**src/hw/tmx_pkg.sv**
```systemverilog
// Constants, register map and mode codes for the timer A/B block
// Operation
// - One-shot stop while counting: halt, reload counter, pin low, flag timer A.
// - Flag timer A on one-shot chosen after reset or from timer/event.
// - Flag timer A on PWM chosen after reset or from timer/event.
// - PWM stop halts counter; if pin high, drive low and flag timer A.
// - PWM stop with pin already low: pin unchanged, no timer A flag.
// - Timer B count read returns live count, or FFFF at reload moment.
// - Timer B count written while halted reads back the written value.
// - Measurement select change after start flags timer B.
// - First measurement edge after start loads capture, raises no flag.
package tmx_pkg;

    // -------------------------------------------------------------
    // Register byte offsets
    // -------------------------------------------------------------
    localparam logic [7:0] OFF_CTRL = 8'h00;
    localparam logic [7:0] OFF_A_COUNT = 8'h04;
    localparam logic [7:0] OFF_B_COUNT = 8'h08;
    localparam logic [7:0] OFF_B_CAPTURE = 8'h0C;
    localparam logic [7:0] OFF_IRQ_STATUS = 8'h10;
    localparam logic [7:0] OFF_IRQ_MASK = 8'h14;

    // -------------------------------------------------------------
    // Control register field positions
    // -------------------------------------------------------------
    localparam int CTRL_A_START = 0;
    localparam int CTRL_B_START = 1;
    localparam int CTRL_A_MODE_LO = 4;
    localparam int CTRL_B_MODE_LO = 8;
    localparam int CTRL_B_MSEL = 12;

    // Interrupt status and mask bit positions
    localparam int IRQ_A_BIT = 0;
    localparam int IRQ_B_BIT = 1;

    // -------------------------------------------------------------
    // Mode codes
    // -------------------------------------------------------------
    localparam logic [1:0] A_MODE_TIMER = 2'h0;
    localparam logic [1:0] A_MODE_EVENT = 2'h1;
    localparam logic [1:0] A_MODE_ONESHOT = 2'h2;
    localparam logic [1:0] A_MODE_PWM = 2'h3;
    localparam logic [1:0] B_MODE_TIMER = 2'h0;
    localparam logic [1:0] B_MODE_EVENT = 2'h1;
    localparam logic [1:0] B_MODE_MEASURE = 2'h2;

    // -------------------------------------------------------------
    // Reset values and fixed figures
    // -------------------------------------------------------------
    localparam logic [15:0] CNT_RESET = 16'h0000;
    localparam logic [15:0] CNT_RELOAD_READ = 16'hFFFF;
    localparam logic [1:0] MASK_RESET = 2'h0;
    localparam logic [1:0] RESP_OKAY = 2'h0;
    localparam logic [1:0] RESP_SLVERR = 2'h2;

endpackage : tmx_pkg

```
**src/hw/tmx_sync_edge.sv**
```systemverilog
// Two-stage synchroniser with rising and falling edge pulses
`timescale 1ns/1ps
`default_nettype none
module tmx_sync_edge (
    input wire logic aclk,
    input wire logic aresetn,
    input wire logic pin_in,
    output logic rise,
    output logic fall
);
    logic meta_ff;
    logic sync_ff;
    logic prev_ff;

    // -------------------------------------------------------------
    // Synchroniser; only sync_ff reads meta_ff
    // -------------------------------------------------------------
    always_ff @(posedge aclk)
    begin
        if (!aresetn)
        begin
            meta_ff <= 1'b0;
            sync_ff <= 1'b0;
            prev_ff <= 1'b0;
        end
        else
        begin
            meta_ff <= pin_in;
            sync_ff <= meta_ff;
            prev_ff <= sync_ff;
        end
    end

    assign rise = sync_ff & ~prev_ff;
    assign fall = ~sync_ff & prev_ff;
endmodule // tmx_sync_edge
`default_nettype wire

```
**src/hw/tmx_timer_top.sv**
```systemverilog
// Timer A (timer/event/one-shot/PWM) and timer B (timer/event/measure)
//
// Implementation choices: register access over AXI4-Lite and the address map.
`timescale 1ns/1ps
`default_nettype none
module tmx_timer_top (
    input wire logic aclk,
    input wire logic aresetn,
    input wire logic [7:0] awaddr,
    input wire logic awvalid,
    output logic awready,
    input wire logic [31:0] wdata,
    input wire logic [3:0] wstrb,
    input wire logic wvalid,
    output logic wready,
    output logic [1:0] bresp,
    output logic bvalid,
    input wire logic bready,
    input wire logic [7:0] araddr,
    input wire logic arvalid,
    output logic arready,
    output logic [31:0] rdata,
    output logic [1:0] rresp,
    output logic rvalid,
    input wire logic rready,
    input wire logic a_event_in,
    input wire logic b_event_in,
    output logic timer_a_output_pin,
    output logic irq
);
    import tmx_pkg::*;

    // -------------------------------------------------------------
    // Declarations
    // -------------------------------------------------------------
    logic aw_held_ff;
    logic [7:0] aw_addr_ff;
    logic w_held_ff;
    logic [31:0] w_data_ff;
    logic [3:0] w_strb_ff;
    logic bvalid_ff;
    logic [1:0] bresp_ff;
    logic rvalid_ff;
    logic [31:0] rdata_ff;
    logic [1:0] rresp_ff;
    logic a_start_ff;
    logic b_start_ff;
    logic [1:0] a_mode_ff;
    logic [1:0] b_mode_ff;
    logic b_msel_ff;
    logic a_mode_set_ff;
    logic [15:0] a_cnt_ff;
    logic [15:0] a_reload_ff;
    logic a_pin_ff;
    logic a_done_ff;
    logic [15:0] b_cnt_ff;
    logic [15:0] b_reload_ff;
    logic b_first_ff;
    logic [1:0] status_ff;
    logic [1:0] mask_ff;
    logic wr_fire;
    logic rd_fire;
    logic wr_mapped;
    logic rd_mapped;
    logic ctrl_wr;
    logic a_cnt_wr;
    logic b_cnt_wr;
    logic mask_wr;
    logic [31:0] ctrl_rd;
    logic [31:0] nxt_ctrl;
    logic [31:0] nxt_a_cnt;
    logic [31:0] nxt_b_cnt;
    logic [31:0] nxt_mask;
    logic nxt_a_start;
    logic nxt_b_start;
    logic [1:0] nxt_a_mode;
    logic nxt_b_msel;
    logic a_rise;
    logic b_rise;
    logic b_fall;
    logic a_start_rise;
    logic a_stop;
    logic b_start_rise;
    logic a_os_like;
    logic a_tick;
    logic a_zero;
    logic a_run;
    logic a_under;
    logic a_mode_evt;
    logic a_evt;
    logic b_meas;
    logic b_tick;
    logic b_zero;
    logic b_reload_now;
    logic b_edge;
    logic b_evt;
    logic [1:0] nxt_status;

    function automatic logic [31:0] merge(input logic [31:0] old_v,
                                          input logic [31:0] new_v,
                                          input logic [3:0] strb);
        logic [31:0] res;
        res = old_v;
        for (int i = 0; i < 4; i++)
        begin
            if (strb[i])
            begin
                res[i*8 +: 8] = new_v[i*8 +: 8];
            end
        end
        return res;
    endfunction

    // -------------------------------------------------------------
    // Input edge detection
    // -------------------------------------------------------------
    tmx_sync_edge u_a_edge (
        .aclk(aclk),
        .aresetn(aresetn),
        .pin_in(a_event_in),
        .rise(a_rise),
        .fall()
    );

    tmx_sync_edge u_b_edge (
        .aclk(aclk),
        .aresetn(aresetn),
        .pin_in(b_event_in),
        .rise(b_rise),
        .fall(b_fall)
    );

    // -------------------------------------------------------------
    // AXI4-Lite slave
    // -------------------------------------------------------------
    assign awready = ~aw_held_ff;
    assign wready = ~w_held_ff;
    assign arready = ~rvalid_ff;
    assign bvalid = bvalid_ff;
    assign bresp = bresp_ff;
    assign rvalid = rvalid_ff;
    assign rdata = rdata_ff;
    assign rresp = rresp_ff;

    // Address and data may arrive in either order; commit when both held
    assign wr_fire = aw_held_ff & w_held_ff & ~bvalid_ff;
    assign rd_fire = arvalid & ~rvalid_ff;

    assign wr_mapped = (aw_addr_ff == OFF_CTRL) ||
                       (aw_addr_ff == OFF_A_COUNT) ||
                       (aw_addr_ff == OFF_B_COUNT) ||
                       (aw_addr_ff == OFF_IRQ_MASK);
    assign rd_mapped = (araddr == OFF_CTRL) || (araddr == OFF_A_COUNT) ||
                       (araddr == OFF_B_COUNT) ||
                       (araddr == OFF_B_CAPTURE) ||
                       (araddr == OFF_IRQ_STATUS) ||
                       (araddr == OFF_IRQ_MASK);

    assign ctrl_wr = wr_fire && (aw_addr_ff == OFF_CTRL);
    assign a_cnt_wr = wr_fire && (aw_addr_ff == OFF_A_COUNT);
    assign b_cnt_wr = wr_fire && (aw_addr_ff == OFF_B_COUNT);
    assign mask_wr = wr_fire && (aw_addr_ff == OFF_IRQ_MASK);

    always_ff @(posedge aclk)
    begin
        if (!aresetn)
        begin
            aw_held_ff <= 1'b0;
            aw_addr_ff <= 8'h00;
            w_held_ff <= 1'b0;
            w_data_ff <= 32'h0000_0000;
            w_strb_ff <= 4'h0;
            bvalid_ff <= 1'b0;
            bresp_ff <= RESP_OKAY;
        end
        else
        begin
            if (awvalid && !aw_held_ff)
            begin
                aw_held_ff <= 1'b1;
                aw_addr_ff <= awaddr;
            end
            if (wvalid && !w_held_ff)
            begin
                w_held_ff <= 1'b1;
                w_data_ff <= wdata;
                w_strb_ff <= wstrb;
            end
            if (wr_fire)
            begin
                aw_held_ff <= 1'b0;
                w_held_ff <= 1'b0;
                bvalid_ff <= 1'b1;
                bresp_ff <= wr_mapped ? RESP_OKAY : RESP_SLVERR;
            end
            else if (bvalid_ff && bready)
            begin
                bvalid_ff <= 1'b0;
            end
        end
    end

    // -------------------------------------------------------------
    // Control register
    // -------------------------------------------------------------
    always_comb
    begin
        ctrl_rd = 32'h0000_0000;
        ctrl_rd[CTRL_A_START] = a_start_ff;
        ctrl_rd[CTRL_B_START] = b_start_ff;
        ctrl_rd[CTRL_A_MODE_LO +: 2] = a_mode_ff;
        ctrl_rd[CTRL_B_MODE_LO +: 2] = b_mode_ff;
        ctrl_rd[CTRL_B_MSEL] = b_msel_ff;
    end

    assign nxt_ctrl = merge(ctrl_rd, w_data_ff, w_strb_ff);
    assign nxt_a_cnt = merge({16'h0000, a_cnt_ff}, w_data_ff, w_strb_ff);
    assign nxt_b_cnt = merge({16'h0000, b_cnt_ff}, w_data_ff, w_strb_ff);
    assign nxt_mask = merge({30'h0000_0000, mask_ff}, w_data_ff, w_strb_ff);
    assign nxt_a_start = nxt_ctrl[CTRL_A_START];
    assign nxt_b_start = nxt_ctrl[CTRL_B_START];
    assign nxt_a_mode = nxt_ctrl[CTRL_A_MODE_LO +: 2];
    assign nxt_b_msel = nxt_ctrl[CTRL_B_MSEL];

    always_ff @(posedge aclk)
    begin
        if (!aresetn)
        begin
            a_start_ff <= 1'b0;
            b_start_ff <= 1'b0;
            a_mode_ff <= A_MODE_TIMER;
            b_mode_ff <= B_MODE_TIMER;
            b_msel_ff <= 1'b0;
            a_mode_set_ff <= 1'b0;
        end
        else if (ctrl_wr)
        begin
            a_start_ff <= nxt_a_start;
            b_start_ff <= nxt_b_start;
            a_mode_ff <= nxt_a_mode;
            b_mode_ff <= nxt_ctrl[CTRL_B_MODE_LO +: 2];
            b_msel_ff <= nxt_b_msel;
            a_mode_set_ff <= 1'b1;
        end
    end

    // -------------------------------------------------------------
    // Timer A
    // -------------------------------------------------------------
    assign a_start_rise = ctrl_wr && nxt_a_start && !a_start_ff;
    assign a_stop = ctrl_wr && !nxt_a_start && a_start_ff;
    assign a_os_like = (a_mode_ff == A_MODE_ONESHOT) ||
                       (a_mode_ff == A_MODE_PWM);
    assign a_tick = (a_mode_ff == A_MODE_EVENT) ? a_rise : 1'b1;
    assign a_zero = (a_cnt_ff == 16'h0000);
    // One-shot stays idle after its pulse until restarted
    assign a_run = a_start_ff && a_tick &&
                   !((a_mode_ff == A_MODE_ONESHOT) && a_done_ff);
    assign a_under = a_run && a_zero;

    // Entering one-shot or PWM from timer/event, or first choice after reset
    assign a_mode_evt = ctrl_wr &&
        ((nxt_a_mode == A_MODE_ONESHOT) || (nxt_a_mode == A_MODE_PWM)) &&
        (!a_mode_set_ff || !a_os_like);

    assign a_evt = a_mode_evt ||
        (a_stop && (a_mode_ff == A_MODE_ONESHOT) && !a_done_ff) ||
        (a_stop && (a_mode_ff == A_MODE_PWM) && a_pin_ff) ||
        (!a_stop && a_under &&
         ((a_mode_ff != A_MODE_PWM) || a_pin_ff));

    always_ff @(posedge aclk)
    begin
        if (!aresetn)
        begin
            a_reload_ff <= CNT_RESET;
        end
        else if (a_cnt_wr)
        begin
            a_reload_ff <= nxt_a_cnt[15:0];
        end
    end

    always_ff @(posedge aclk)
    begin
        if (!aresetn)
        begin
            a_cnt_ff <= CNT_RESET;
            a_pin_ff <= 1'b0;
            a_done_ff <= 1'b1;
        end
        else if (a_stop)
        begin
            if (a_mode_ff == A_MODE_ONESHOT && !a_done_ff)
            begin
                a_cnt_ff <= a_reload_ff;
                a_pin_ff <= 1'b0;
                a_done_ff <= 1'b1;
            end
            else if (a_mode_ff == A_MODE_PWM)
            begin
                a_pin_ff <= 1'b0;
            end
        end
        else if (a_cnt_wr && !a_start_ff)
        begin
            a_cnt_ff <= nxt_a_cnt[15:0];
        end
        else if (a_start_rise)
        begin
            a_cnt_ff <= a_reload_ff;
            a_pin_ff <= (nxt_a_mode == A_MODE_ONESHOT) ||
                        (nxt_a_mode == A_MODE_PWM);
            a_done_ff <= 1'b0;
        end
        else if (a_under)
        begin
            a_cnt_ff <= a_reload_ff;
            if (a_mode_ff == A_MODE_ONESHOT)
            begin
                a_pin_ff <= 1'b0;
                a_done_ff <= 1'b1;
            end
            else if (a_mode_ff == A_MODE_PWM)
            begin
                a_pin_ff <= ~a_pin_ff;
            end
        end
        else if (a_run)
        begin
            a_cnt_ff <= a_cnt_ff - 16'h0001;
        end
    end

    assign timer_a_output_pin = a_pin_ff;

    // -------------------------------------------------------------
    // Timer B
    // -------------------------------------------------------------
    assign b_start_rise = ctrl_wr && nxt_b_start && !b_start_ff;
    assign b_meas = (b_mode_ff == B_MODE_MEASURE);
    assign b_tick = (b_mode_ff == B_MODE_TIMER) ||
                    ((b_mode_ff == B_MODE_EVENT) && b_rise);
    assign b_zero = (b_cnt_ff == 16'h0000);
    assign b_reload_now = b_start_ff && b_tick && b_zero;
    // Period measures rising to rising; width measures between any edges
    assign b_edge = b_start_ff && b_meas &&
                    (b_rise || (b_msel_ff && b_fall));

    assign b_evt = (b_reload_now && !b_meas) ||
        (b_edge && !b_first_ff) ||
        (ctrl_wr && b_start_ff && b_meas &&
         (nxt_b_msel != b_msel_ff));

    always_ff @(posedge aclk)
    begin
        if (!aresetn)
        begin
            b_cnt_ff <= CNT_RESET;
            b_reload_ff <= CNT_RESET;
            b_first_ff <= 1'b1;
        end
        else if (b_cnt_wr && !b_start_ff)
        begin
            b_cnt_ff <= nxt_b_cnt[15:0];
            b_reload_ff <= nxt_b_cnt[15:0];
        end
        else if (b_start_rise)
        begin
            b_first_ff <= 1'b1;
            b_cnt_ff <= (nxt_ctrl[CTRL_B_MODE_LO +: 2] == B_MODE_MEASURE) ?
                        CNT_RESET : b_reload_ff;
        end
        else if (b_edge)
        begin
            // First capture holds a partial interval; software discards it
            b_reload_ff <= b_cnt_ff;
            b_cnt_ff <= CNT_RESET;
            b_first_ff <= 1'b0;
        end
        else if (b_start_ff && b_meas)
        begin
            b_cnt_ff <= b_cnt_ff + 16'h0001;
        end
        else if (b_reload_now)
        begin
            b_cnt_ff <= b_reload_ff;
        end
        else if (b_start_ff && b_tick)
        begin
            b_cnt_ff <= b_cnt_ff - 16'h0001;
        end
        else if (b_cnt_wr && !b_meas)
        begin
            b_reload_ff <= nxt_b_cnt[15:0];
        end
    end

    // -------------------------------------------------------------
    // Interrupt status, mask and output
    // -------------------------------------------------------------
    // A new event wins over the clear-on-read of the same cycle
    always_comb
    begin
        nxt_status = status_ff;
        if (rd_fire && araddr == OFF_IRQ_STATUS)
        begin
            nxt_status = 2'h0;
        end
        nxt_status[IRQ_A_BIT] = nxt_status[IRQ_A_BIT] | a_evt;
        nxt_status[IRQ_B_BIT] = nxt_status[IRQ_B_BIT] | b_evt;
    end

    always_ff @(posedge aclk)
    begin
        if (!aresetn)
        begin
            status_ff <= 2'h0;
            mask_ff <= MASK_RESET;
        end
        else
        begin
            status_ff <= nxt_status;
            if (mask_wr)
            begin
                mask_ff <= nxt_mask[1:0];
            end
        end
    end

    assign irq = |(status_ff & mask_ff);

    // -------------------------------------------------------------
    // Read data
    // -------------------------------------------------------------
    always_ff @(posedge aclk)
    begin
        if (!aresetn)
        begin
            rvalid_ff <= 1'b0;
            rdata_ff <= 32'h0000_0000;
            rresp_ff <= RESP_OKAY;
        end
        else if (rd_fire)
        begin
            rvalid_ff <= 1'b1;
            rresp_ff <= rd_mapped ? RESP_OKAY : RESP_SLVERR;
            unique case (araddr)
                OFF_CTRL: rdata_ff <= ctrl_rd;
                OFF_A_COUNT: rdata_ff <= {16'h0000, a_cnt_ff};
                OFF_B_COUNT: rdata_ff <= {16'h0000, (b_reload_now && !b_meas) ?
                                          CNT_RELOAD_READ : b_cnt_ff};
                OFF_B_CAPTURE: rdata_ff <= {16'h0000, b_reload_ff};
                OFF_IRQ_STATUS: rdata_ff <= {30'h0000_0000, status_ff};
                OFF_IRQ_MASK: rdata_ff <= {30'h0000_0000, mask_ff};
                default: rdata_ff <= 32'h0000_0000;
            endcase
        end
        else if (rvalid_ff && rready)
        begin
            rvalid_ff <= 1'b0;
        end
    end
endmodule // tmx_timer_top
`default_nettype wire

```
**config.mk**
```make
export PLATFORM = sky130hd
export DESIGN_NAME = tmx_timer_top
export DESIGN_NICKNAME = d
export VERILOG_FILES = /design/src/hw/tmx_pkg.sv /design/src/hw/tmx_sync_edge.sv /design/src/hw/tmx_timer_top.sv
export SDC_FILE = /design/constraint.sdc
export NUM_CORES = 1
export LEC_CHECK = 0
export BUFFER_PORTS_ARGS = -buffer_cell sky130_fd_sc_hd__buf_2
export CORE_MARGIN = 4
export CORE_UTILIZATION = 43
export CTS_BUF_LIST = sky130_fd_sc_hd__clkbuf_8
export DETAILED_ROUTE_END_ITERATION = 12
export PLACE_DENSITY = 0.65
export SETUP_SLACK_MARGIN = 0.3
export SYNTH_ARGS = -nofsm -noshare
export SYNTH_HDL_FRONTEND = slang
export SYNTH_SLANG_ARGS = --single-unit
```
**constraint.sdc**
```tcl
create_clock -name aclk -period 2.44 [get_ports aclk]
set_clock_uncertainty 0.2 [all_clocks]
set_input_delay 0.488 -clock aclk [delete_from_list [all_inputs] [get_ports aclk]]
set_output_delay 0.488 -clock aclk [all_outputs]
set_load 0.01 [all_outputs]
```
Yosys cells after proc, flatten, opt, wreduce, memory -nomap -nowiden:

Index checks and enable logic that the tools add are counted.

* $add $sub $neg: 3
* $mul: 0
* div/mod/pow operators: 0
* $lt $le $gt $ge: 0
* eq/ne operators: 25
* shifts and indexed selects: 0
* mux-type cells: 52
* bitwise operators: 19
* reduce and logical (&&, ||, !) cells: 95

Operator list (number)
* two-way mux 16 bit: 21
* case mux 16 bit (6 select lines): 1
* logical AND 1 bit: 42
* zero test 16 bit: 2
* two-way mux 8 bit: 4
* subtractor 16 x 1 -> 16 bit, second input constant: 2
* == test 8 x 4 -> 1 bit, second input constant: 3
* == test 8 x 5 -> 1 bit, second input constant: 3
* two-way mux 1 bit: 21
* logical OR 1 bit: 19
* adder 16 x 1 -> 16 bit, second input constant: 1
* == test 8 x 3 -> 1 bit, second input constant: 2
* zero test 8 bit: 2
* == test 2 bit, second input constant: 6
* zero test 1 bit: 12
* NOT 1 bit: 10
* nonzero test 3 bit: 3
* AND reduction 4 bit: 2
* bitwise AND 1 bit: 6
* two-way mux 2 bit: 3
* two-way mux 6 bit: 1
* != test 3 x 1 -> 1 bit, second input constant: 2
* != test 3 x 2 -> 1 bit, second input constant: 2
* AND reduction 2 bit: 3
* 14 further kinds: 21

* flip-flop bits (word level): 151
* latch bits: 0
* bits in writable memories: 0
* bits in read-only memories: 0
* input bits: 61
* memories: 0

Logic depth before layout (Yosys ltp):

Gate-level depths: netlist of run 1.

* depth after elaboration: 11
* gate-level depth with buffers: 11
* depth with buffers taken out: 8

Hierarchy:

A second synthesis of run 1 with hierarchy kept.

* cell total of the unflattened synthesis: 1002
* area, all modules: 7880.1 um^2

By module, submodules not included
* tmx_timer_top: times used 1, cells an instance 986, area an instance 7697.4 um^2, sequential area each 2542.4 um^2
* tmx_sync_edge: times used 2, cells an instance 8, area an instance 91.3 um^2, sequential area each 60.1 um^2

Worst setup path before layout of run 1:

OpenSTA, ideal clock, no wires.

* path kind: register -> register
* start: register b_cnt_ff[1]
* end: register b_cnt_ff[14]
* setup time: 0.124 ns
* arrival: 2.363 ns
* data required time: 2.116 ns
* slack: -0.247 ns
* stages on the path, launching flop included: 11
* buffers on the path: 2
* period minus slack after synthesis: 2.687 ns
* cell sequence: dfxtp_1 > clkbuf_1 > inv_1 > ha_1 > or3b_2 > clkbuf_1 > or2_1 > or4b_1 > a32o_1 > nand2_1 > a21oi_1

* word-level cells in the longest chain between the ends: 7

Ends and longest elaborated chain
* from (decl): RTL line tmx_timer_top.sv:56 `logic [15:0] b_cnt_ff;`
* from (signal assigned): RTL line tmx_timer_top.sv:365 `b_cnt_ff <= nxt_b_cnt[15:0];`
* from (signal assigned): RTL line tmx_timer_top.sv:371 `b_cnt_ff <= (nxt_ctrl[CTRL_B_MODE_LO +: 2] == B_MODE_MEASURE) ?`
* from (signal assigned): RTL line tmx_timer_top.sv:383 `b_cnt_ff <= b_cnt_ff + 16'h0001;`
* subtractor 16 x 1 -> 16 bit or zero test 16 bit (tied branches): RTL line tmx_timer_top.sv:391, tmx_timer_top.sv:344
* two-way mux 16 bit or logical AND 1 bit (tied branches): RTL line tmx_timer_top.sv:389, tmx_timer_top.sv:345
* two-way mux 16 bit: RTL line tmx_timer_top.sv:385 `else if (b_reload_now)`
* two-way mux 16 bit: RTL line tmx_timer_top.sv:381 `else if (b_start_ff && b_meas)`
* two-way mux 16 bit: RTL line tmx_timer_top.sv:374 `else if (b_edge)`
* two-way mux 16 bit: RTL line tmx_timer_top.sv:368 `else if (b_start_rise)`
* two-way mux 16 bit: RTL line tmx_timer_top.sv:363 `else if (b_cnt_wr && !b_start_ff)`

Several ways; a longest one is shown, not always the timed one. The select of a mux whose other input is x is not followed.
A chain may end at the register's enable or synchronous reset.

Final worst setup path of run 1:

* start: register aw_addr_ff[0]
* end: register a_cnt_ff[10]

* word-level cells in the longest chain between the ends: 7

Ends and longest elaborated chain
* from (decl): RTL line tmx_timer_top.sv:37 `logic [7:0] aw_addr_ff;`
* from (signal assigned): RTL line tmx_timer_top.sv:181 `aw_addr_ff <= awaddr;`
* zero test 8 bit: RTL line tmx_timer_top.sv:159 `assign ctrl_wr = wr_fire && (aw_addr_ff == OFF_CTRL);`
* logical AND 1 bit: RTL line tmx_timer_top.sv:159
* logical AND 1 bit (2 in series): RTL line tmx_timer_top.sv:250 `assign a_start_rise = ctrl_wr && nxt_a_start && !a_start_ff;`
* two-way mux 16 bit: RTL line tmx_timer_top.sv:309 `else if (a_start_rise)`
* two-way mux 16 bit: RTL line tmx_timer_top.sv:305 `else if (a_cnt_wr && !a_start_ff)`
* two-way mux 16 bit: RTL line tmx_timer_top.sv:292 `else if (a_stop)`
* to (signal assigned): RTL line tmx_timer_top.sv:296 `a_cnt_ff <= a_reload_ff;`
* to (signal assigned): RTL line tmx_timer_top.sv:307 `a_cnt_ff <= nxt_a_cnt[15:0];`
* to (signal assigned): RTL line tmx_timer_top.sv:311 `a_cnt_ff <= a_reload_ff;`
* to (decl): RTL line tmx_timer_top.sv:52 `logic [15:0] a_cnt_ff;`

Several ways; a longest one is shown, not always the timed one.

==> flow_results.org, run 1 <==
** Timing
- After layout, the worst path uses 108% of the clock period.
- The number of hold violations in the final report was 0.
- Worst slew margin relative to its limit :: 37.4%
- Based on the critical path, the design can be clocked at up to 380 MHz.
- Setup repair after global routing could not meet its margin everywhere.
- PnR worst setup slack :: -0.189 ns
- Worst-Margin Slew :: 0.937 ns
- Number of pins with negative max-slew slack in the final report :: 0
- Total negative setup slack :: -2.86 ns
- Hold timing on the final database bottoms out at a slack of 0.0322 ns.
- Setup violations remaining at the end of the flow were counted as 34.
- The worst path in the final design needs a cycle of 2.63 ns, including I/O delays and setup.

** Drt
- Total wire length :: 30.9 mm
- After the first detailed-routing iteration, the DRC count stood at 1,105.
- In the final routed layout, each cell accounts on average for 21.6 µm.
- Post-DRT Antenna Nets :: 0
- Drt first pass iters :: 6
- Via-to-Cell Ratio :: 6.35
- The final route contains 9,093 vias.
- For this run, design rule violations remaining after detail routing come to 0.

** Setup path
- The critical path in this run is classified as register to register.
- The worst register-to-register path has a depth of 6.
- CP Max Fanout :: 7
- The largest individual stage delay along the critical path comes from the cell or4_4.
- Number of gates on the worst path with buffers counted :: 6
- Type of element capturing the critical path :: register
- Number of buffer and inverter stages on the critical path :: 0
- Cell type group with the largest total delay on the critical path :: simple AND/OR/NAND/NOR gates
- Traced cell by cell, the critical path runs through or4_4 -> or4_4 -> o311ai_4 -> o21ai_4 -> or3_1 -> o2111a_1.
- Kind of launch point of the worst setup path :: register
- For this run, the slowest stage of the critical path takes 0.53 ns.
- In this run the critical register-to-register path is captured at a_cnt_ff[10].
- Data on the critical path is required at its endpoint by 2.59 ns.
- Source of the worst register-to-register timing path :: aw_addr_ff[0]
- Data arrival time of the worst path :: 2.78 ns
- For flop-to-flop paths, the worst setup slack is -0.19 ns.
- Critical path's most frequent cell :: or4_4

** Layout
- In the final layout, the multi-input gates occupy 0.00572 mm².
- The finished cells cover 0.0110 mm².
- The net count of the finished layout is 1,255.
- Area used by sequential logic in the layout :: 0.00267 mm²
- Cells with a size suffix above 1 make up 33.1% of the layout.
- The number of antenna diodes in the final layout is 0.
- Leading cell type in the layout, fill and taps excluded :: dfxtp_1
- The layout has 1,576 filler cells.
- In the layout the commonest cells are 126 x dfxtp_1, 109 x nand2_1, 107 x buf_4.
- After the flow finishes, the layout carries non-filler instances totaling 1,431.
- The area growth from synthesis to layout is 36.0%.

** Die
- The region available for standard cell placement spans 0.0183 mm².
- Rows :: 49
- Die width :: 145 µm
- IO Pins :: 104
- Die Outline Area :: 0.0211 mm²
- Die Y-Extent :: 145 µm
- Once the floorplan was initialized, standard cells occupied 44.3% of the core.

** Placed design
- After detailed placement, the total cell area comes to 0.00945 mm².
- HPWL after detailed placement :: 20.5 mm
- Count of port buffers added during placement :: 67
- Inst Count DP :: 1,373
- Routability-driven placement congestion ratio :: 0.927

** Logic synthesis
- Sorting the synthesized cells by area gives the leading types as dfxtp_1 33%, nand2_1 5.5%, nor2_1 5.1%.
- Share of the synthesized area in the top cell type :: 32.9%
- Cell taking the most area after synthesis :: dfxtp_1
- Among all flip-flop cells after synthesis, the most frequent one is dfxtp_1.
- The Yosys step of the flow raised 0 warnings.
- Post-synthesis cell type count :: 80
- For this run, asynchronously set or reset flops after synthesis account for 0%.
- Synth Register Bits :: 133
- Yosys mapped a number of flops with a built-in enable equal to 0.
- In the synthesized netlist, the number of instances is 1,045.
- Post-synthesis instance area :: 0.00810 mm²
- Of the synthesized area, sequential elements account for 32.9%.
- Averaged over all synthesized cells, the footprint is 7.75 µm².

** GRT
- Entering global routing, the biggest net connects 84 pins.
- Number of global-route vias before repair :: 8,161
- Across every metal layer, demand over resource in global routing totals 27.0%.
- The number of antenna violations at the first check in global routing is 1.
- Overflow left after global routing :: 0
- First-pass GRT wire length :: 45.8 mm

** Min path
- Worst Hold Depth :: 2
- Endpoint of the worst hold path :: u_b_edge.meta_ff
- Type of the most critical hold path :: input port to register
- In this run the most critical hold path is launched from b_event_in.

** Clock tree
- Clock slew at the register clock pins of the worst setup and hold paths :: 0.08 ns
- CTS tree :: built
- Clock tree synthesis found a total of 133 sinks.
- Clock tree synthesis selected as its root buffer the cell clkbuf_8.
- Htree depth :: 4
- Clock latency on the worst-skew pair, taken at its later pin, is 0.47 ns.
- Counting the buffers created by CTS gives 17.
- Bufs on Longest Clock Path :: 2

** Power and ir drop
- Combinational cell fraction of total power :: 15.7%
- For this design the static power due to leakage is 4.25 nW.
- Share of power burned in the clock network :: 38.6%
- Maximum ir drop on the vdd rail :: 419 µV
- In this run the power spent charging and discharging nets is 0.00145 W.
- Pint :: 0.00355 W
- Sw Share :: 29.0%
- The share of total power dissipated in sequential elements is 45.6%.
- Power density normalized to cell area :: 455 mW/mm²

** Run status
- The run finished, with violations left.
- The checks that failed: setup timing.

** Flow run
- Max-capacitance violation count :: 0
-- worst max-delay path by stage --
| stage | startpoint | end | slack, ns |
|---|---|---|---|
| 3_3_place_gp | aw_addr_ff[0] | a_cnt_ff[11] | -0.13 |
| 4_1_cts | aw_addr_ff[0] | a_cnt_ff[10] | -0.18 |
| 5_1_grt | aw_addr_ff[0] | a_cnt_ff[13] | -0.24 |
| 2_1_floorplan | b_cnt_ff[1] | b_cnt_ff[14] | -0.13 |
| 6_report | aw_addr_ff[0] | a_cnt_ff[10] | -0.19 |
| 3_5_place_dp | aw_addr_ff[0] | a_cnt_ff[10] | -0.16 |
-- stage by stage --
| stage | power, W | setup WS [ns] | util [%] |
|---|---|---|---|
| after floorplan | 0.00276 | -0.135 | - |
| after CTS | 0.00494 | -0.183 | 57.1 |
| after global routing | 0.00517 | -0.245 | 60.3 |
| final | 0.00501 | -0.189 | 60.3 |
| after detailed placement | 0.00300 | -0.162 | 51.7 |
| after global placement | 0.00300 | -0.135 | 51.7 |
-- Yosys cell counts, types with 16 or more instances --
| cell | number |
|---|---|
| dfxtp_1 | 133 |
| nand2_1 | 118 |
| nor2_1 | 109 |
| clkbuf_1 | 75 |
| a21oi_1 | 62 |
| nand3_1 | 50 |
| mux2i_1 | 38 |
| o21ai_0 | 29 |
| a211oi_1 | 21 |
| buf_4 | 21 |
| o22ai_1 | 20 |
| a311oi_1 | 19 |
| nand4_1 | 18 |
| a22o_1 | 17 |
| inv_1 | 17 |
| or3_1 | 17 |
| nor3_1 | 16 |
-- routing by layer --
| metal | wire, µm | GRT usage, % |
|---|---|---|
| met4 | 1390 | 13.2 |
| met1 | 12800 | 36.4 |
| met5 | 7 | 0 |
| met3 | 3530 | 7.92 |
| met2 | 13200 | 39.6 |
-- cells by family after synthesis --
| kind of cell | Yosys count | share of synthesized area (%) |
|---|---|---|
| adders and majority gates | 5 | 0.772 |
| other | 1 | 0.0463 |
| and+or+nand+nor | 426 | 26.1 |
| DFF | 133 | 32.9 |
| muxes | 50 | 6.64 |
| xor gates and xnor gates | 21 | 2.27 |
| buffers and inverters | 128 | 6.98 |
| AOI/OAI and AO/OA | 281 | 24.3 |
-- flip-flops by register name, indices dropped and copies added (netlist names), 2 cells and up, named ones only --
signal       flops
a_cnt_ff        16
mask_ff          2
w_strb_ff        2
b_cnt_ff        16
b_mode_ff        2
aw_addr_ff       8
w_data_ff       16
rdata           16
b_reload_ff     16
a_reload_ff     16
status_ff        2
-- final cells by class --
type	instances	area share (%)
clock inverters	12	1.16
well taps	229	2.60
repair buffers	218	16.9
flip-flops and latches	133	24.3
multi-input cells	801	51.9
clock buffers	20	2.50
inverters	18	0.659
-- power by group through the flow --
| stage | registers, W | logic (W) | clock network (W) |
|---|---|---|---|
| finish | 0.00229 | 0.000788 | 0.00194 |
| global route | 0.00229 | 0.000847 | 0.00204 |
| CTS | 0.00228 | 0.000721 | 0.00194 |
| detailed placement | 0.00233 | 0.000674 | 0 |
| global placement | 0.00233 | 0.000671 | 0 |
| floorplan | 0.00231 | 0.000452 | 0 |
-- repair_timing --
item / in CTS / in global routing
cloned: 4 / 5
gates resized for setup: 92 / 94
pin swaps: 25 / 59
hold endpoints to repair: 1 / 0
setup buffers: 7 / 9
hold buffers: 1 / 0
setup endpoints to repair: 68 / 88
-- worst register-to-register path, cell delays in order (launching register included) --
cell      delay, ns
dfxtp_2        0.32
or4_4          0.53
or4_4          0.47
o311ai_4       0.32
o21ai_4        0.16
or3_1          0.38
o2111a_1       0.15
Note: power is estimated with default switching activity, not from simulation.
==> run 2, diff against run 1 <==
--- a/config.mk
+++ b/config.mk
@@ -6,6 +6,7 @@
 export NUM_CORES = 1
 export LEC_CHECK = 0
 export BUFFER_PORTS_ARGS = -buffer_cell sky130_fd_sc_hd__buf_2
+export CORE_ASPECT_RATIO = 1.5
 export CORE_MARGIN = 4
 export CORE_UTILIZATION = 43
 export CTS_BUF_LIST = sky130_fd_sc_hd__clkbuf_8
==> flow_results.org, run 2 (synthesis gave the netlist of run 1 again) <==
** Setup path
- Source of the worst register-to-register timing path :: aw_addr_ff[0] (unchanged)
- Capture point of the worst reg-to-reg path :: a_cnt_ff[15] (was a_cnt_ff[10])
- The required time reported for the critical path endpoint came to 2.57 ns (was 2.59 ns).
- Largest stage delay, worst path :: 0.54 ns (was 0.53 ns)
- Logic depth of the worst register-to-register path :: 9 (was 6)
- Worst-path cell chain :: or4_4 -> or4_4 -> o311ai_4 -> buf_6 -> o21ai_4 -> buf_4 -> buf_6 -> a31oi_1 -> o31ai_1 (was or4_4 -> or4_4 -> o311ai_4 -> o21ai_4 -> or3_1 -> o2111a_1)
- The maximum fanout along the worst path is 7 (unchanged).
- Flop2flop setup slack :: -0.20 ns (was -0.19 ns)
- The slowest cell on the critical path is or4_4 (unchanged).
- Critical path class :: register to register (unchanged)
- The number of buffer and inverter stages on the critical path was 3 (was 0).
- Cell type group with the largest total delay on the critical path :: simple AND/OR/NAND/NOR gates (unchanged)
- Kind of launch point of the worst setup path :: register (unchanged)
- Setup crit start :: aw_addr_ff[0] (unchanged)
- The capture point of the critical path is a_cnt_ff[15] (was a_cnt_ff[10]).
- Number of gates on the worst path with buffers counted :: 9 (was 6)
- The endpoint kind of the worst setup timing path is a register (unchanged).
- The signal arrival time at the worst endpoint is 2.77 ns (was 2.78 ns).

** Timing
- Worst-Margin Slew :: 0.982 ns (was 0.937 ns)
- Tcrit/Tclk final :: 108% (about the same)
- Final period demand of the worst path :: 2.64 ns (was 2.63 ns)
- Worst slew margin relative to its limit :: 34.3% (was 37.4%)
- The number of hold violations in the final report was 0 (unchanged).
- The final number of max-transition violations came to 0 (unchanged).
- Setup repair after global routing missed its margin :: true (unchanged)
- The final setup violation count was 26 (was 34).
- The maximum achievable frequency is 379 MHz (was 380 MHz).
- The sum of negative setup slack came to -2.88 ns (was -2.86 ns).
- PnR worst setup slack :: -0.197 ns (was -0.189 ns)

** Die
- Die Y-Extent :: 176 µm (was 145 µm)
- Placeable core region :: 0.0185 mm² (was 0.0183 mm²)
- IO Pins :: 104 (unchanged)
- Rows :: 61 (was 49)
- The initial core utilization was 43.7% (was 44.3%).
- The floorplan die area was 0.0211 mm² (about the same).
- Die width :: 120 µm (was 145 µm)

** Layout
- The number of nets in the final layout is 1,277 (was 1,255).
- Multi-input gate area :: 0.00579 mm² (was 0.00572 mm²)
- Leading cell type in the layout, fill and taps excluded :: dfxtp_1 (unchanged)
- Post-synthesis to final-layout area growth :: 39.0% (was 36.0%)
- The number of antenna diodes came to 0 (unchanged).
- Top library cells by usage in the layout, fill and taps aside: 127 x dfxtp_1, 123 x buf_4, 106 x nand2_1 (was 126 x dfxtp_1, 109 x nand2_1, 107 x buf_4).
- Proportion of layout cells with a drive suffix above 1 :: 35.4% (was 33.1%)
- Area used by sequential logic in the layout :: 0.00267 mm² (about the same)
- The number of fill cells in the layout is 1,577 (was 1,576).

** GRT
- Aggregate global-route resource usage :: 28.5% (was 27.0%)
- The residual overflow from global routing is 0 (unchanged).
- The number of antenna violations at the first check in global routing is 2 (was 1).
- First-pass GRT wire length :: 47.7 mm (was 45.8 mm)
- The number of global-route vias before repair came to 8,784 (was 8,161).
- Largest net degree at the start of global routing :: 76 (was 84)

** Clock tree
- The maximum count of clock buffers along a single path came to 2 (unchanged).
- Clock Tree Root :: clkbuf_8 (unchanged)
- Clock slew at the register clock pins of the worst setup and hold paths :: 0.09 ns (was 0.08 ns)
- The CTS buffer count is 17 (unchanged).
- The total number of clock tree sinks came to 133 (unchanged).
- Htree depth :: 4 (unchanged)
- The clock latency at the later pin of the worst-skew pair came to 0.47 ns (about the same).
- The clock tree from TritonCTS is built (unchanged).

** Flow run
- The number of max-capacitance violations reported is 0 (unchanged).

** Drt
- The wire length per cell was 21.9 µm (was 21.6 µm).
- Via-to-Cell Ratio :: 6.28 (was 6.35)
- DR DRC count :: 0 (unchanged)
- Total wire length :: 32.3 mm (was 30.9 mm)
- The number of optimization iterations in the first detailed-route pass is 6 (unchanged).
- Post-DRT Antenna Nets :: 0 (unchanged)
- Overall via count from detail_route :: 9,275 (was 9,093)
- The number of violations reported at the end of detailed-routing iteration 0 is 827 (was 1,105).

** Placed design
- The worst slack at placement came to -0.240 ns (was -0.162 ns).
- Routability-driven placement congestion ratio :: 0.980 (was 0.927)
- HPWL after detailed placement :: 21.9 mm (was 20.5 mm)
- The number of buffers added on ports was 67 (unchanged).

** Run status
- Violations in the final reports: setup timing (unchanged).
- Run status :: finished with violations (unchanged)

** Power and ir drop
- The leakage power figure was 4.41 nW (was 4.25 nW).
- Power density normalized to cell area :: 448 mW/mm² (was 455 mW/mm²)
- Maximum ir drop on the vdd rail :: 341 µV (was 419 µV)

** Min path
- Type of the most critical hold path :: input port to register (unchanged)
[run 2: power by group]
group / internal [W] / switching [W]
Combinational: 0.000358 / 0.000450
Sequential: 0.00222 / 0.0000592
Clock: 0.000934 / 0.00103
Total: 0.00351 / 0.00154
[run 2: worst min-delay path by stage]
stage                  endpoint        startpoint  cells past startpoint  slack [ns]
2_1_floorplan  u_a_edge.sync_ff  u_a_edge.meta_ff                      1        0.21
3_3_place_gp   u_b_edge.sync_ff  u_b_edge.meta_ff                      1        0.22
3_5_place_dp   u_a_edge.sync_ff  u_a_edge.meta_ff                      1        0.22
4_1_cts        u_a_edge.meta_ff        a_event_in                      2        0.03
5_1_grt        u_a_edge.meta_ff        a_event_in                      2        0.04
6_report       u_a_edge.meta_ff        a_event_in                      2        0.03
[run 2: per-layer routing]
layer  track usage, %  wire length [µm]
met5                0                28
met4             19.4              2710
met3             5.45              2390
met2             49.3             15800
met1             31.5             11400
[run 2: metrics by stage]
step                      total power, W  utilization (%)  area, µm²  hold slack [ns]  std cells
after floorplan                  0.00276                -       8360            0.212       1062
after global placement           0.00300             51.7       9580            0.217       1408
after detailed placement         0.00300             51.7       9580            0.225       1408
after CTS                        0.00500             58.2      10800           0.0289       1460
after global routing             0.00521             60.7      11300           0.0416       1476
final                            0.00505             60.7      11300           0.0334       1476
[run 2: area by class of cell]
type	count	area share [%]
multi-input combinational	801	51.4
sequential	133	23.7
inverter	18	0.622
tap	252	2.80
timing repair buffer	240	17.9
clock inverter	15	1.51
clock buffer	17	2.08
[run 2: repair_timing]
| action | 4_1_cts | 5_1_grt |
|---|---|---|
| gates resized for setup | 140 | 70 |
| gates cloned | 3 | 4 |
| buffers inserted | 16 | 12 |
| endpoints found under the setup margin | 67 | 92 |
| endpoints found under the hold margin | 1 | 0 |
| pin swaps | 50 | 51 |
| hold buffers | 1 | 0 |
==> run 3, diff against run 2 <==
--- a/config.mk
+++ b/config.mk
@@ -6,13 +6,16 @@
 export NUM_CORES = 1
 export LEC_CHECK = 0
 export BUFFER_PORTS_ARGS = -buffer_cell sky130_fd_sc_hd__buf_2
+export CELL_PAD_IN_SITES_DETAIL_PLACEMENT = 1
+export CELL_PAD_IN_SITES_GLOBAL_PLACEMENT = 1
 export CORE_ASPECT_RATIO = 1.5
 export CORE_MARGIN = 4
-export CORE_UTILIZATION = 43
+export CORE_UTILIZATION = 40
 export CTS_BUF_LIST = sky130_fd_sc_hd__clkbuf_8
 export DETAILED_ROUTE_END_ITERATION = 12
-export PLACE_DENSITY = 0.65
+export PLACE_DENSITY = 0.78
 export SETUP_SLACK_MARGIN = 0.3
 export SYNTH_ARGS = -nofsm -noshare
 export SYNTH_HDL_FRONTEND = slang
 export SYNTH_SLANG_ARGS = --single-unit
+export TNS_END_PERCENT = 1
==> flow_results.org, run 3 (synthesis gave the netlist of run 1 again) <==
** Run status
- Run status :: finished with violations (unchanged)
- Violations in the final reports: setup timing (unchanged).

** GRT
- Largest net degree at the start of global routing :: 60 (was 76)
- Initial antenna violation count :: 0 (was 2)
- Number of global-route vias before repair :: 9,536 (was 8,784)
- The wire length of the first global-routing pass was 52.5 mm (was 47.7 mm).
- Aggregate global-route resource usage :: 29.2% (was 28.5%)
- The residual overflow from global routing is 0 (unchanged).

** Timing
- Number of pins with negative max-slew slack in the final report :: 0 (unchanged)
- The maximum achievable frequency is 367 MHz (was 379 MHz).
- The relative slew slack was 29.4% (was 34.3%).
- The actual slew at the worst max-slew pin came to 1.06 ns (was 0.982 ns).
- WHS :: 0.0435 ns (was 0.0334 ns)
- The final setup slack of the worst path is -0.288 ns (was -0.197 ns).
- Setup repair after global routing missed its margin :: true (unchanged)
- Tcrit/Tclk final :: 112% (was 108%)
- Final period demand of the worst path :: 2.73 ns (was 2.64 ns)
- Hold violation count in the final report :: 0 (unchanged)
- Total setup violations reported at the end of the flow :: 24 (was 26)

** Drt
- The detailed-route vias per instance is 6.29 (was 6.28).
- The total vias in the final route came to 9,172 (was 9,275).
- DRC violation total after the first TritonRoute iteration :: 615 (was 827)
- Drt first pass iters :: 5 (was 6)
- Total wire length :: 34.1 mm (was 32.3 mm)
- DR DRC count :: 0 (unchanged)
- Average detailed-routed wire length per instance :: 23.4 µm (was 21.9 µm)
- The antenna violation net count after detailed routing was 0 (unchanged).

** Setup path
- Type of element capturing the critical path :: register (unchanged)
- The number of cells traversed by the worst register-to-register path is 7 (was 9).
- The setup slack of the most critical reg-to-reg path was -0.29 ns (was -0.20 ns).
- The source of the critical timing path is aw_addr_ff[0] (unchanged).
- Critical path class :: register to register (unchanged)
- Data arrival time of the worst path :: 2.95 ns (was 2.77 ns)
- The required time reported for the critical path endpoint was 2.66 ns (was 2.57 ns).
- Capturing instance or port of the critical path :: a_cnt_ff[13] (was a_cnt_ff[15])
- The kind of launch point of the worst setup path is a register (unchanged).
- The destination of the worst register-to-register timing path is a_cnt_ff[13] (was a_cnt_ff[15]).
- The maximum fanout along the worst path was 11 (was 7).
- Source of the worst register-to-register timing path :: aw_addr_ff[0] (unchanged)

** Clock tree
- The CTS buffer count is 17 (unchanged).
- Clock slew at the register clock pins of the worst setup and hold paths :: 0.08 ns (was 0.09 ns)
- The clock latency at the later pin of the worst-skew pair was 0.47 ns (about the same).
- The CTS root buffer is clkbuf_8 (unchanged).
- CTS Sinks :: 133 (unchanged)
- The clock tree from TritonCTS is built (unchanged).
- The maximum count of clock buffers along a single path was 2 (unchanged).
- The post-CTS setup-driven buffer insertion count was 0 (was 16).
- Htree depth :: 4 (unchanged)

** Power and ir drop
- Switching power summed over all nets :: 0.00141 W (was 0.00154 W)
- Power density normalized to cell area :: 480 mW/mm² (was 448 mW/mm²)
- The leakage power figure was 4.05 nW (was 4.41 nW).
- The register share of total power was 46.3% (was 45.1%).
- Combinational cell fraction of total power :: 15.5% (was 16.0%)
- Share of power burned in the clock network :: 38.2% (was 38.9%)
- Sw Share :: 28.7% (was 30.5%)
- Pint :: 0.00351 W (about the same)
- Maximum ir drop on the vdd rail :: 468 µV (was 341 µV)

** Layout
- The post-synthesis to final-layout area growth came to 26.5% (was 39.0%).
- The number of nets in the final layout was 1,254 (was 1,277).
- Core occupancy in the finished layout :: 51.6% (was 60.7%)
- Top library cells by usage in the layout, fill and taps aside :: 136 x buf_4, 128 x dfxtp_1, 116 x nand2_1 (was 127 x dfxtp_1, 123 x buf_4, 106 x nand2_1)
- The final instance area was 0.0102 mm² (was 0.0113 mm²).
- The share of post-route cells with drive strength above 1 is 26.8% (was 35.4%).
- Non-Filler Instances :: 1,459 (was 1,476)
- The number of antenna diodes is 0 (unchanged).
- The commonest non-fill, non-tap cell in the layout is buf_4 (was dfxtp_1).

** Die
- Die Outline Area :: 0.0226 mm² (was 0.0211 mm²)
- The initial core utilization came to 40.8% (was 43.7%).
- The I/O pin total was 104 (unchanged).
- The width of the die was 124 µm (was 120 µm).
- The cell row count was 63 (was 61).
- Die Y-Extent :: 182 µm (was 176 µm)
- Placeable core region :: 0.0199 mm² (was 0.0185 mm²)

** Placed design
- The post-placement cell count is 1,427 (was 1,408).
- Count of port buffers added during placement :: 67 (unchanged)
- The global placement routability congestion came to 0.938 (was 0.980).
- HPWL after detailed placement :: 24.7 mm (was 21.9 mm)
- The area of placed instances is 0.00952 mm² (was 0.00958 mm²).

** Min path
- The launch instance of the worst min-delay path is b_event_in (was a_event_in).
- The class of the tightest hold or removal check is input port to register (unchanged).

** Flow run
- The number of max-capacitance violations reported was 0 (unchanged).
==> run 3: final cells by class <==
class / count / area [µm²]
Clock buffer: 20 / 275
Clock inverter: 10 / 109
Fill cell: 2468 / 9620
Inverter: 18 / 72.6
Multi-Input combinational cell: 801 / 5240
Sequential cell: 133 / 2670
Tap cell: 260 / 325
Timing Repair Buffer: 217 / 1550
==> run 3: how the worst min path moves through the flow <==
stage	cells past startpoint	endpoint
after floorplan	1	u_a_edge.sync_ff
after global placement	1	u_a_edge.sync_ff
after detailed placement	1	u_a_edge.sync_ff
after CTS	2	u_b_edge.meta_ff
after global routing	2	u_b_edge.meta_ff
final	2	u_b_edge.meta_ff
==> run 3: repair_timing <==
action | 4_1_cts | 5_1_grt
endpoints found under the setup margin | 71 | 87
pin swaps | 26 | 21
resized for setup | 46 | 27
endpoints found under the hold margin | 2 | 0
cloned | 0 | 0
hold buffers | 2 | 0
==> run 3: worst max-delay path, cell delays in order, from the launching register on <==
cell      delay, ns
dfxtp_1        0.32
or4_4          0.54
or4_4          0.47
o311ai_4       0.40
o21a_1         0.25
buf_12         0.15
mux2i_1        0.18
o311a_1        0.17
==> run 3: power groups by stage <==
stage | Combinational (W) | Sequential, W | Clock [W]
after global routing | 0.000819 | 0.00228 | 0.00200
final | 0.000764 | 0.00228 | 0.00188
after detailed placement | 0.000683 | 0.00232 | 0
after CTS | 0.000726 | 0.00227 | 0.00190
after floorplan | 0.000431 | 0.00230 | 0
after global placement | 0.000668 | 0.00232 | 0
==> run 3: stage by stage <==
step           TNS, ns  power (W)  setup slack (ns)
2_1_floorplan    -1.72    0.00273            -0.136
3_3_place_gp     -3.57    0.00299            -0.242
3_5_place_dp     -5.89    0.00301            -0.281
4_1_cts          -4.07    0.00490            -0.280
5_1_grt          -6.29    0.00510            -0.355
6_report         -4.15    0.00492            -0.288
==> run 3: per-layer routing <==
layer / global-route usage, % / wire length, µm / vias up
met2: 52.4 / 17500 / 370
met4: 19.8 / 2470 / 0
li1: - / - / 4097
met3: 4.74 / 1560 / 154
met5: 0 / 0 / -
met1: 31.1 / 12500 / 4551
